`src/hdl/xcs_pkg.sv`:
```
// Constants, register map and types shared by the call supervision block.
package xcs_pkg;
	// ----------------------------------------------------------------
	// Timing
	// ----------------------------------------------------------------
	localparam int CLK_HZ           = 25_000_000;
	localparam int MS_PER_S         = 1000;
	localparam int MS_TICK_CYC      = CLK_HZ / MS_PER_S;
	localparam int SELECT_WAIT_S    = 3;
	localparam int POST_SELECT_S    = 20;
	localparam int SHORT_READY_S    = 2;
	localparam int LONG_READY_S     = 60;
	localparam int INCOMING_READY_S = 2;
	localparam int CLEAR_WAIT_S     = 2;
	localparam logic [15:0] SELECT_WAIT_MS    = 16'(SELECT_WAIT_S * MS_PER_S);
	localparam logic [15:0] POST_SELECT_MS    = 16'(POST_SELECT_S * MS_PER_S);
	localparam logic [15:0] SHORT_READY_MS    = 16'(SHORT_READY_S * MS_PER_S);
	localparam logic [15:0] LONG_READY_MS     = 16'(LONG_READY_S * MS_PER_S);
	localparam logic [15:0] INCOMING_READY_MS = 16'(INCOMING_READY_S * MS_PER_S);
	localparam logic [15:0] CLEAR_WAIT_MS     = 16'(CLEAR_WAIT_S * MS_PER_S);
	// ----------------------------------------------------------------
	// Register map and modifier byte layout
	// ----------------------------------------------------------------
	localparam logic [11:0] ADDR_STATUS   = 12'h000;
	localparam logic [11:0] ADDR_MASK     = 12'h004;
	localparam logic [11:0] ADDR_PROGRESS = 12'h008;
	localparam logic [11:0] ADDR_PHASE    = 12'h00c;
	localparam int BIT_SELECT_WAIT = 2;
	localparam int BIT_POST_SELECT = 3;
	localparam int BIT_CLEAR_WAIT  = 4;
	localparam int BIT_READY_WAIT  = 5;
	localparam int BIT_INCOMING    = 6;
	localparam logic [7:0] MODIFIER_USED = 8'h7c;
	localparam logic [7:0] MASK_RESET    = 8'h00;
	// ----------------------------------------------------------------
	// Keys and progress classes
	// ----------------------------------------------------------------
	localparam logic [3:0] KEY_DIAL   = 4'h0;
	localparam logic [3:0] KEY_DIRECT = 4'h1;
	localparam logic [3:0] KEY_DISC   = 4'h2;
	localparam logic [3:0] KEY_LOCAL  = 4'h3;
	localparam logic [3:0] KEY_COMM   = 4'h4;
	localparam logic [3:0] KEY_CLEAR  = 4'h5;
	localparam logic [3:0] CLS_WAIT     = 4'h0;
	localparam logic [3:0] CLS_CALLED   = 4'h1;
	localparam logic [3:0] CLS_REDIRECT = 4'h2;
	localparam logic [3:0] CLS_CONNFREE = 4'h3;
	localparam logic [3:0] CLS_BUSY     = 4'h4;
	localparam logic [3:0] CLS_ACCESS   = 4'h5;
	localparam logic [3:0] CLS_SERVICE  = 4'h6;
	localparam logic [3:0] CLS_CONGEST  = 4'h7;
	localparam logic [3:0] CLS_AGENCY   = 4'h8;
	localparam logic [3:0] CLS_REGISTER = 4'h9;
	localparam logic [3:0] CLS_UNKNOWN  = 4'hf;
	typedef enum logic [6:0] {
		PH_IDLE     = 7'h01,
		PH_SELWAIT  = 7'h02,
		PH_POSTSEL  = 7'h04,
		PH_SHORTRDY = 7'h08,
		PH_LONGRDY  = 7'h10,
		PH_INCRDY   = 7'h20,
		PH_CLRWAIT  = 7'h40
	} xcs_phase_e;
endpackage : xcs_pkg

```
`src/hdl/xcs_call_supervision.sv`:
```
// Call supervision for a switched X.21 line: progress codes, call timers and keys.
`timescale 1ns/100ps
module xcs_call_supervision #(
	parameter int MS_TICK = xcs_pkg::MS_TICK_CYC
) (
	input  wire logic        sys_clk,
	input  wire logic        reset_n,
	input  wire logic        psel,
	input  wire logic        penable,
	input  wire logic        pwrite,
	input  wire logic [11:0] paddr,
	input  wire logic [31:0] pwdata,
	output logic      [31:0] prdata,
	output logic             pready,
	output logic             pslverr,
	input  wire logic        callRequest,
	input  wire logic        proceedToSelect,
	input  wire logic        selectionSent,
	input  wire logic        readyForData,
	input  wire logic        clearIssued,
	input  wire logic        dceReady,
	input  wire logic        callAccepted,
	input  wire logic        progressValid,
	input  wire logic [3:0]  progressHigh,
	input  wire logic [3:0]  progressLow,
	input  wire logic        callReady,
	input  wire logic        dialInMode,
	input  wire logic        dialOrigin,
	input  wire logic        keyValid,
	input  wire logic [3:0]  keyCode,
	output logic             startClearing,
	output logic             eraseDialArea,
	output logic             clearScreen,
	output logic [7:0]       modifierByte,
	output logic [3:0]       progressClass,
	output logic             irq
);
	import xcs_pkg::*;

	// ----------------------------------------------------------------
	// Progress code classification
	// ----------------------------------------------------------------
	function automatic logic [3:0] classify(input logic [3:0] hi, input logic [3:0] lo);
		logic [3:0] c;
		c = CLS_UNKNOWN;
		unique case (hi)
			4'h0: c = (lo == 4'h0) ? CLS_WAIT : (lo == 4'h1) ? CLS_CALLED :
				(lo == 4'h2) ? CLS_REDIRECT : (lo == 4'h3) ? CLS_CONNFREE : CLS_UNKNOWN;
			4'h2: c = (lo <= 4'h3) ? CLS_BUSY : CLS_UNKNOWN;
			4'h4: c = (lo >= 4'h1 && lo <= 4'h9) ? CLS_ACCESS : CLS_UNKNOWN;
			4'h5: c = (lo == 4'h1 || lo == 4'h2) ? CLS_SERVICE : CLS_UNKNOWN;
			4'h6: c = (lo == 4'h1) ? CLS_CONGEST : CLS_UNKNOWN;
			4'h7: c = (lo == 4'h1) ? CLS_CONGEST : (lo == 4'h2) ? CLS_AGENCY : CLS_UNKNOWN;
			4'h8: c = (lo == 4'h1) ? CLS_REGISTER : CLS_UNKNOWN;
			default: c = CLS_UNKNOWN;
		endcase
		return c;
	endfunction : classify

	logic        progWait;
	logic        progRetry;
	logic [7:0]  progressCode;
	logic        progressPending;
	xcs_phase_e  phase;
	xcs_phase_e  next_phase;
	logic [15:0] msCnt;
	logic [15:0] elapsed;
	logic [15:0] limit;
	logic        tick;
	logic        expire;
	logic [7:0]  setBits;
	logic [7:0]  status;
	logic [7:0]  mask;
	logic        pendClear;

	assign progWait  = progressValid && (progressHigh == 4'h0);
	assign progRetry = progressValid && (progressHigh == 4'h2 || progressHigh == 4'h6);

	// ----------------------------------------------------------------
	// Progress capture
	// ----------------------------------------------------------------
	// The network never repeats the code, so the strobe is the only chance to catch it.
	always_ff @(posedge sys_clk) begin
		if (!reset_n) begin
			progressCode  <= 8'h00;
			progressClass <= CLS_UNKNOWN;
		end else if (progressValid) begin
			progressCode  <= {progressHigh, progressLow};
			progressClass <= classify(progressHigh, progressLow);
		end
	end

	assign pendClear = callReady && progressPending && keyValid &&
		(keyCode == KEY_DIRECT || keyCode == KEY_DISC || keyCode == KEY_COMM);

	// A fresh code in the same cycle as a clearing key wins.
	always_ff @(posedge sys_clk) begin
		if (!reset_n) begin
			progressPending <= 1'b0;
		end else if (progressValid) begin
			progressPending <= 1'b1;
		end else if (pendClear) begin
			progressPending <= 1'b0;
		end
	end

	// ----------------------------------------------------------------
	// Call phase timers
	// ----------------------------------------------------------------
	always_comb begin
		unique case (phase)
			PH_SELWAIT:  limit = SELECT_WAIT_MS;
			PH_POSTSEL:  limit = POST_SELECT_MS;
			PH_SHORTRDY: limit = SHORT_READY_MS;
			PH_LONGRDY:  limit = LONG_READY_MS;
			PH_INCRDY:   limit = INCOMING_READY_MS;
			PH_CLRWAIT:  limit = CLEAR_WAIT_MS;
			default:     limit = 16'hffff;
		endcase
	end

	assign tick   = (msCnt == 16'(MS_TICK - 1));
	assign expire = (phase != PH_IDLE) && (elapsed == limit);

	// Both counters restart on every phase change so each wait is measured from its cause.
	always_ff @(posedge sys_clk) begin
		if (!reset_n || next_phase != phase) begin
			msCnt   <= 16'h0000;
			elapsed <= 16'h0000;
		end else if (tick) begin
			msCnt   <= 16'h0000;
			elapsed <= elapsed + 16'h0001;
		end else begin
			msCnt   <= msCnt + 16'h0001;
		end
	end

	always_comb begin
		next_phase = phase;
		setBits    = 8'h00;
		unique case (phase)
			PH_IDLE: begin
				if (callRequest) next_phase = PH_SELWAIT;
				else if (selectionSent) next_phase = PH_POSTSEL;
				else if (callAccepted) next_phase = PH_INCRDY;
			end
			PH_SELWAIT: begin
				if (selectionSent) next_phase = PH_POSTSEL;
				else if (proceedToSelect) next_phase = PH_IDLE;
				else if (expire) begin
					next_phase = PH_IDLE;
					setBits[BIT_SELECT_WAIT] = 1'b1;
				end
			end
			PH_POSTSEL, PH_SHORTRDY: begin
				if (readyForData || progRetry) next_phase = PH_IDLE;
				else if (progWait) next_phase = PH_LONGRDY;
				else if (progressValid) next_phase = PH_SHORTRDY;
				else if (expire) begin
					next_phase = PH_IDLE;
					if (phase == PH_POSTSEL) setBits[BIT_POST_SELECT] = 1'b1;
					else setBits[BIT_READY_WAIT] = 1'b1;
				end
			end
			PH_LONGRDY: begin
				if (readyForData || progRetry) next_phase = PH_IDLE;
				else if (expire) begin
					next_phase = PH_IDLE;
					setBits[BIT_READY_WAIT] = 1'b1;
				end
			end
			PH_INCRDY: begin
				if (readyForData) next_phase = PH_IDLE;
				else if (expire) begin
					next_phase = PH_IDLE;
					setBits[BIT_INCOMING] = 1'b1;
				end
			end
			PH_CLRWAIT: begin
				if (dceReady) next_phase = PH_IDLE;
				else if (expire) begin
					next_phase = PH_IDLE;
					setBits[BIT_CLEAR_WAIT] = 1'b1;
				end
			end
			default: next_phase = PH_IDLE;
		endcase
		if (clearIssued) next_phase = PH_CLRWAIT;
	end

	always_ff @(posedge sys_clk) begin
		if (!reset_n) phase <= PH_IDLE;
		else phase <= next_phase;
	end

	// ----------------------------------------------------------------
	// Key reactions and clearing request
	// ----------------------------------------------------------------
	always_ff @(posedge sys_clk) begin
		if (!reset_n) begin
			startClearing <= 1'b0;
			eraseDialArea <= 1'b0;
			clearScreen   <= 1'b0;
		end else begin
			startClearing <= progRetry;
			eraseDialArea <= keyValid && keyCode == KEY_CLEAR && dialInMode && dialOrigin;
			clearScreen   <= keyValid && keyCode == KEY_CLEAR && !(dialInMode && dialOrigin);
		end
	end

	// ----------------------------------------------------------------
	// Registers over APB
	// ----------------------------------------------------------------
	logic wrAcc;
	logic mapped;
	assign wrAcc   = psel && penable && pwrite;
	assign mapped  = paddr == ADDR_STATUS || paddr == ADDR_MASK ||
		paddr == ADDR_PROGRESS || paddr == ADDR_PHASE;
	assign pready  = 1'b1;
	assign pslverr = psel && penable && !mapped;

	// A timer event landing with a write-one-to-clear survives it.
	always_ff @(posedge sys_clk) begin
		if (!reset_n) begin
			status <= 8'h00;
		end else begin
			status <= ((wrAcc && paddr == ADDR_STATUS) ? status & ~pwdata[7:0] : status)
				| (setBits & MODIFIER_USED);
		end
	end

	always_ff @(posedge sys_clk) begin
		if (!reset_n) mask <= MASK_RESET;
		else if (wrAcc && paddr == ADDR_MASK) mask <= pwdata[7:0] & MODIFIER_USED;
	end

	always_comb begin
		unique case (paddr)
			ADDR_STATUS:   prdata = {24'h000000, status};
			ADDR_MASK:     prdata = {24'h000000, mask};
			ADDR_PROGRESS: prdata = {19'h00000, progressPending, progressClass, progressCode};
			ADDR_PHASE:    prdata = {25'h0000000, phase};
			default:       prdata = 32'h00000000;
		endcase
	end

	assign modifierByte = status;
	assign irq          = |(status & mask);
endmodule : xcs_call_supervision

```
`config.mk`:
```
export PLATFORM = sky130hd
export DESIGN_NAME = xcs_call_supervision
export DESIGN_NICKNAME = d
export VERILOG_FILES = /design/src/hdl/xcs_pkg.sv /design/src/hdl/xcs_call_supervision.sv
export SDC_FILE = /design/constraint.sdc
export NUM_CORES = 1
export LEC_CHECK = 0
export BUFFER_PORTS_ARGS = -buffer_cell sky130_fd_sc_hd__buf_4
export CORE_MARGIN = 3
export CORE_UTILIZATION = 59
export CTS_BUF_LIST = sky130_fd_sc_hd__clkbuf_4
export DETAILED_ROUTE_END_ITERATION = 12
export GPL_TIMING_DRIVEN = 0
export PLACE_DENSITY = 0.88
export SETUP_SLACK_MARGIN = 0.05
export SKIP_LAST_GASP = 1
export SLEW_MARGIN = 25
export SYNTH_ARGS = -nofsm -noshare
export SYNTH_HDL_FRONTEND = slang
export SYNTH_SLANG_ARGS = --single-unit
```
`constraint.sdc`:
```
create_clock -name sys_clk -period 6.9 [get_ports sys_clk]
set_input_delay 1.035 -clock sys_clk [delete_from_list [all_inputs] [get_ports sys_clk]]
set_output_delay 1.035 -clock sys_clk [all_outputs]
set_load 0.05 [all_outputs]
```
Yosys cells after proc, flatten, opt, wreduce, memory -nomap -nowiden:

Index checks and enable logic that the tools add are counted.

* reductions and logical operators: 37
* equal/unequal tests: 27
* multiplexer cells: 52
* add/sub/neg operators: 2
* bitwise gates (word level): 4
* order comparisons: 3

Operators with widths (count)
* 7-bit two-way mux: 13
* 16-bit one-hot mux with 4 select lines: 1
* 13-bit one-hot mux with 4 select lines: 1
* 7-bit one-hot mux with 6 select lines: 1
* 4-bit two-way mux: 9
* 16-bit by 1-bit adder with 16-bit output (second input constant): 2
* 4-bit one-hot mux with 7 select lines: 1
* 12-bit by 4-bit equality test with 1-bit output (second input constant): 2
* 4-bit by 3-bit equality test with 1-bit output (second input constant): 6
* 1-bit two-way mux: 22
* 1-bit logical AND: 17
* 16-bit by 15-bit equality test with 1-bit output (second input constant): 1
* 16-bit equality test: 1
* 4-bit by 2-bit equality test with 1-bit output (second input constant): 4
* 12-bit by 3-bit equality test with 1-bit output (second input constant): 1
* 12-bit logical NOT: 1
* 1-bit logical OR: 9
* 8-bit by 7-bit bitwise AND with 8-bit output: 1
* 8-bit bitwise AND: 1
* 4-bit by 1-bit equality test with 1-bit output (second input constant): 2
* 4-bit logical NOT: 2
* 8-bit two-way mux: 1
* 8-bit NOT: 1
* 8-bit by 7-bit bitwise OR with 8-bit output: 1
* 20 further kinds: 24

* logic and storage cells: 136
* input port bits: 73
* flip-flop bits (word level): 68
* output and inout bits: 50

Depth between registers and ports, before layout:

* depth after elaboration: 14
* mapped depth: 11
* mapped depth without buffers: 8

Least setup slack after synthesis:

Ideal clock, no wire load.

* kind: input to output
* from: input paddr[5]
* to: output prdata[7]
* buffers on the path: 1
* stages on the path: 4
* required time: 5.865 ns
* arrival time: 2.735 ns
* slack: 3.130 ns
* cell sequence: nor4_1 -> nand3_1 -> clkbuf_1 -> nor3_1

* word-level cells in the longest chain between the ends: 2
* elaborated cells between the ends (all ways): 5
* those cells by class: eq/ne: 3; mux: 1; reduce/logical: 1

RTL lines
* from (decl): line xcs_call_supervision.sv:11 `input wire logic [11:0] paddr,`
* 12-bit by 4-bit equality test with 1-bit output, or another cell as far along: line xcs_call_supervision.sv:238 `unique case (paddr)`
* 13-bit one-hot mux with 4 select lines *: line xcs_call_supervision.sv:238
* to (decl): line xcs_call_supervision.sv:13 `output logic [31:0] prdata,`

Mark *: on every way between the ends. The rest lies on a longest branch, timed or not.

Final worst setup path:

* from: input paddr[9]
* to: output prdata[8]

Same word-level chain as after synthesis.

==> flow_summary.toml <==
[setup_path]
cp.arrival_ps = 2880
required_ps = 5860
cp-end-kind = "primary output"
crit_type = "in2out"
worst_path_max_delay_cell = "nor3b_1"
cpPeakStageDelay_ps = 560
path_max_fanout = 10
cp-start-kind = "input pin"
cp_cell_sequence = "buf_4 -> nor4_1 -> nand3_1 -> clkbuf_1 -> nor3b_1 -> and2_1 -> buf_4"
path_common_cell = "buf_4"

[synthesis]
syn_area_um2 = 4620
synth_seq_cells = 68
synthDominantCellAreaShare_pct = 29.5
synth-main-ff-cell = "dfxtp_1"
postSynth.asyncResetShare_pct = 0
yosysSeqAreaShare_pct = 29.5
postSynthAreaPerCell_um2 = 8.15
synth_cells = 567
yosysMostFrequentCell = "dfxtp_1"
yosys_warnings = 0
ys_top_cells_by_count = "dfxtp_1 (68), nand2_1 (40), nor2_1 (39)"
synth-edff-count = 0
ys_types = 71
yosysTopAreaCell = "dfxtp_1"
ys_top_cells_by_area = "dfxtp_1 (29%), a211oi_1 (5.7%), nor2b_1 (3.9%)"

[pwr]
irDropWorstVdd_mv = 0.164
seq_power_share_pct = 42.8
comb_power_share_pct = 20.5
leakagePower_nw = 2.08
power.internal_uw = 656
power_density_nw_per_um2 = 170
power.switching_uw = 290
clkPwrFrac_pct = 36.8
switching_share_pct = 30.7

[job]
maxCapViolations = 0

[die]
fp.dieW_um = 94.5
io_pins = 123
fp.coreArea_um2 = 7410
num_rows = 31
fp.dieH_um = 94.5
die_area_um2 = 8930
start_util_pct = 62.4

[timing]
timing.final.ws_setup_ps = 2990
setup_violations = 0
slew_viol_final = 0
finalHoldViolCount = 0
finalSetupTns_ps = 0
rsz0062_at_grt = "no"
final.min_clock_period_ps = 3910
max-slew-margin-rel_pct = 38.7
max_freq_ghz = 0.256
worst_slew_pin_slew_ps = 907
finalCritPeriodShare_pct = 56.7
finalClockSkew_ps = 25.1

[route]
drtIter0Drc = 329
drc_errors = 0
route.antenna.remaining_nets = 0
totalWireLength_mm = 12.8
firstDrtPassIters = 5
wl_per_cell_um = 16.6
num_vias = 4794
routed_via_density = 6.19

[clock_network]
ctsResizeCount = 0
insertion_delay_ps = 440
cts_tree = "yes"
htreeDepth = 3
clock_path_buffers = 2
clkSinkCount = 68
cts_root_buf = "clkbuf_4"
cts_hold_buffers = 0
clk_pin_slew_worst_paths_ps = 140
numCtsBuffers = 9
cts_setup_buffers = 0

[cells_and_area]
drive_above_1_share_pct = 22.1
antenna_cells = 0
multi_input_area_um2 = 2950
fillers = 552
seqCellArea_um2 = 1360
final_nets = 745
area_growth_pct = 20.6

[place]
gp_congestion = 0.988
io_buffers = 74
dpl_worst_slack_ps = 2990
dpl.hpwl_mm = 9.77

[global_routing]
grt_pass1_wl_mm = 20.5
antenna_found_initial = 0
grt_usage_pct = 28.5
grt-ovfl-total = 0
grt_pass1_vias = 4428
grt_max_degree = 14

[min_path]
worst_hold_path_type = "reg2reg"

[status]
status = "completed"
critical path, delay by kind of cell:
kind / cells / cell delay (ps)
buffers and inverters: 3 / 580
AND/OR/NAND/NOR: 4 / 1270
layer usage:
| layer | global-route usage [%] | vias to the layer above | wire length (um) |
|---|---|---|---|
| li1 | - | 2259 | - |
| met1 | 34.3 | 2218 | 4990 |
| met2 | 49.8 | 265 | 6320 |
| met3 | 4.54 | 52 | 1130 |
| met4 | 12.9 | 0 | 406 |
| met5 | 0 | - | 0 |
layout by cell type (no fill, tap or decap), types with 17 or more instances in the layout:
cell      netlist  routed
nand2_1        40      40
nand3_1        19      19
nor2b_1        29      29
buf_4          23      97
clkbuf_1       23      23
a21oi_1        18      18
nor2_1         39      39
mux2i_1        17      17
xnor2_1        20      20
dfxtp_1        68      68
a211oi_1       35      35
o21ai_0        19      19
conb_1          2      20
per-stage QoR:
step,hold slack [ps],instance area [um2],power (mW),utilization [%],instances
6_report,459,5570,0.945,75.2,774
2_1_floorplan,437,4690,0.546,-,585
3_3_place_gp,434,5370,0.596,72.5,758
3_5_place_dp,437,5380,0.602,72.6,758
5_1_grt,484,5570,0.977,75.2,774
4_1_cts,456,5570,0.942,75.2,774
power groups by stage:
stage	clock (mW)	combinational, mW	sequential, mW
floorplan	0	0.130	0.415
global placement	0	0.184	0.413
detailed placement	0	0.189	0.413
CTS	0.348	0.190	0.404
global route	0.365	0.208	0.405
finish	0.347	0.194	0.404
logic make-up (layout without fill, tap and decap cells):
| group | Yosys count | after routing | synth area share, % |
|---|---|---|---|
| other cells | 2 | 20 | 0.162 |
| compound gates | 136 | 136 | 21.5 |
| mux | 23 | 23 | 6.44 |
| flops | 68 | 68 | 29.5 |
| simple gates | 226 | 226 | 26.9 |
| buf+inv | 76 | 166 | 8.47 |
| xor+xnor | 34 | 34 | 6.44 |
| fa+ha+maj | 2 | 2 | 0.541 |
state kept, by name, indices dropped and copies added, names as in the netlist:
name / flops
progressClass: 4
progressPending: 1
eraseDialArea: 1
msCnt: 16
phase: 7
clearScreen: 1
progressCode: 8
startClearing: 1
mask: 5
modifierByte: 8
elapsed: 16
area by class of cell:
type | instances | area share [%]
inverter | 14 | 0.943
sequential | 68 | 24.4
multi-input combinational | 441 | 52.9
tap | 99 | 2.22
clock inverter | 7 | 2.22
buffer | 62 | 6.08
clock buffer | 9 | 1.21
timing repair buffer | 74 | 9.97
worst paths after layout:
kind / startpoint / end / slack, ps / cells after the start
worst min register to register: modifierByte[0] / modifierByte[0] / 460 / 2
worst min-delay path: modifierByte[0] / modifierByte[0] / 460 / 2
worst max-delay path: paddr[9] / prdata[8] / 2990 / 7
worst max register to register: phase[1] / msCnt[7] / 3330 / 11
Power figures use the tool's default switching activity.
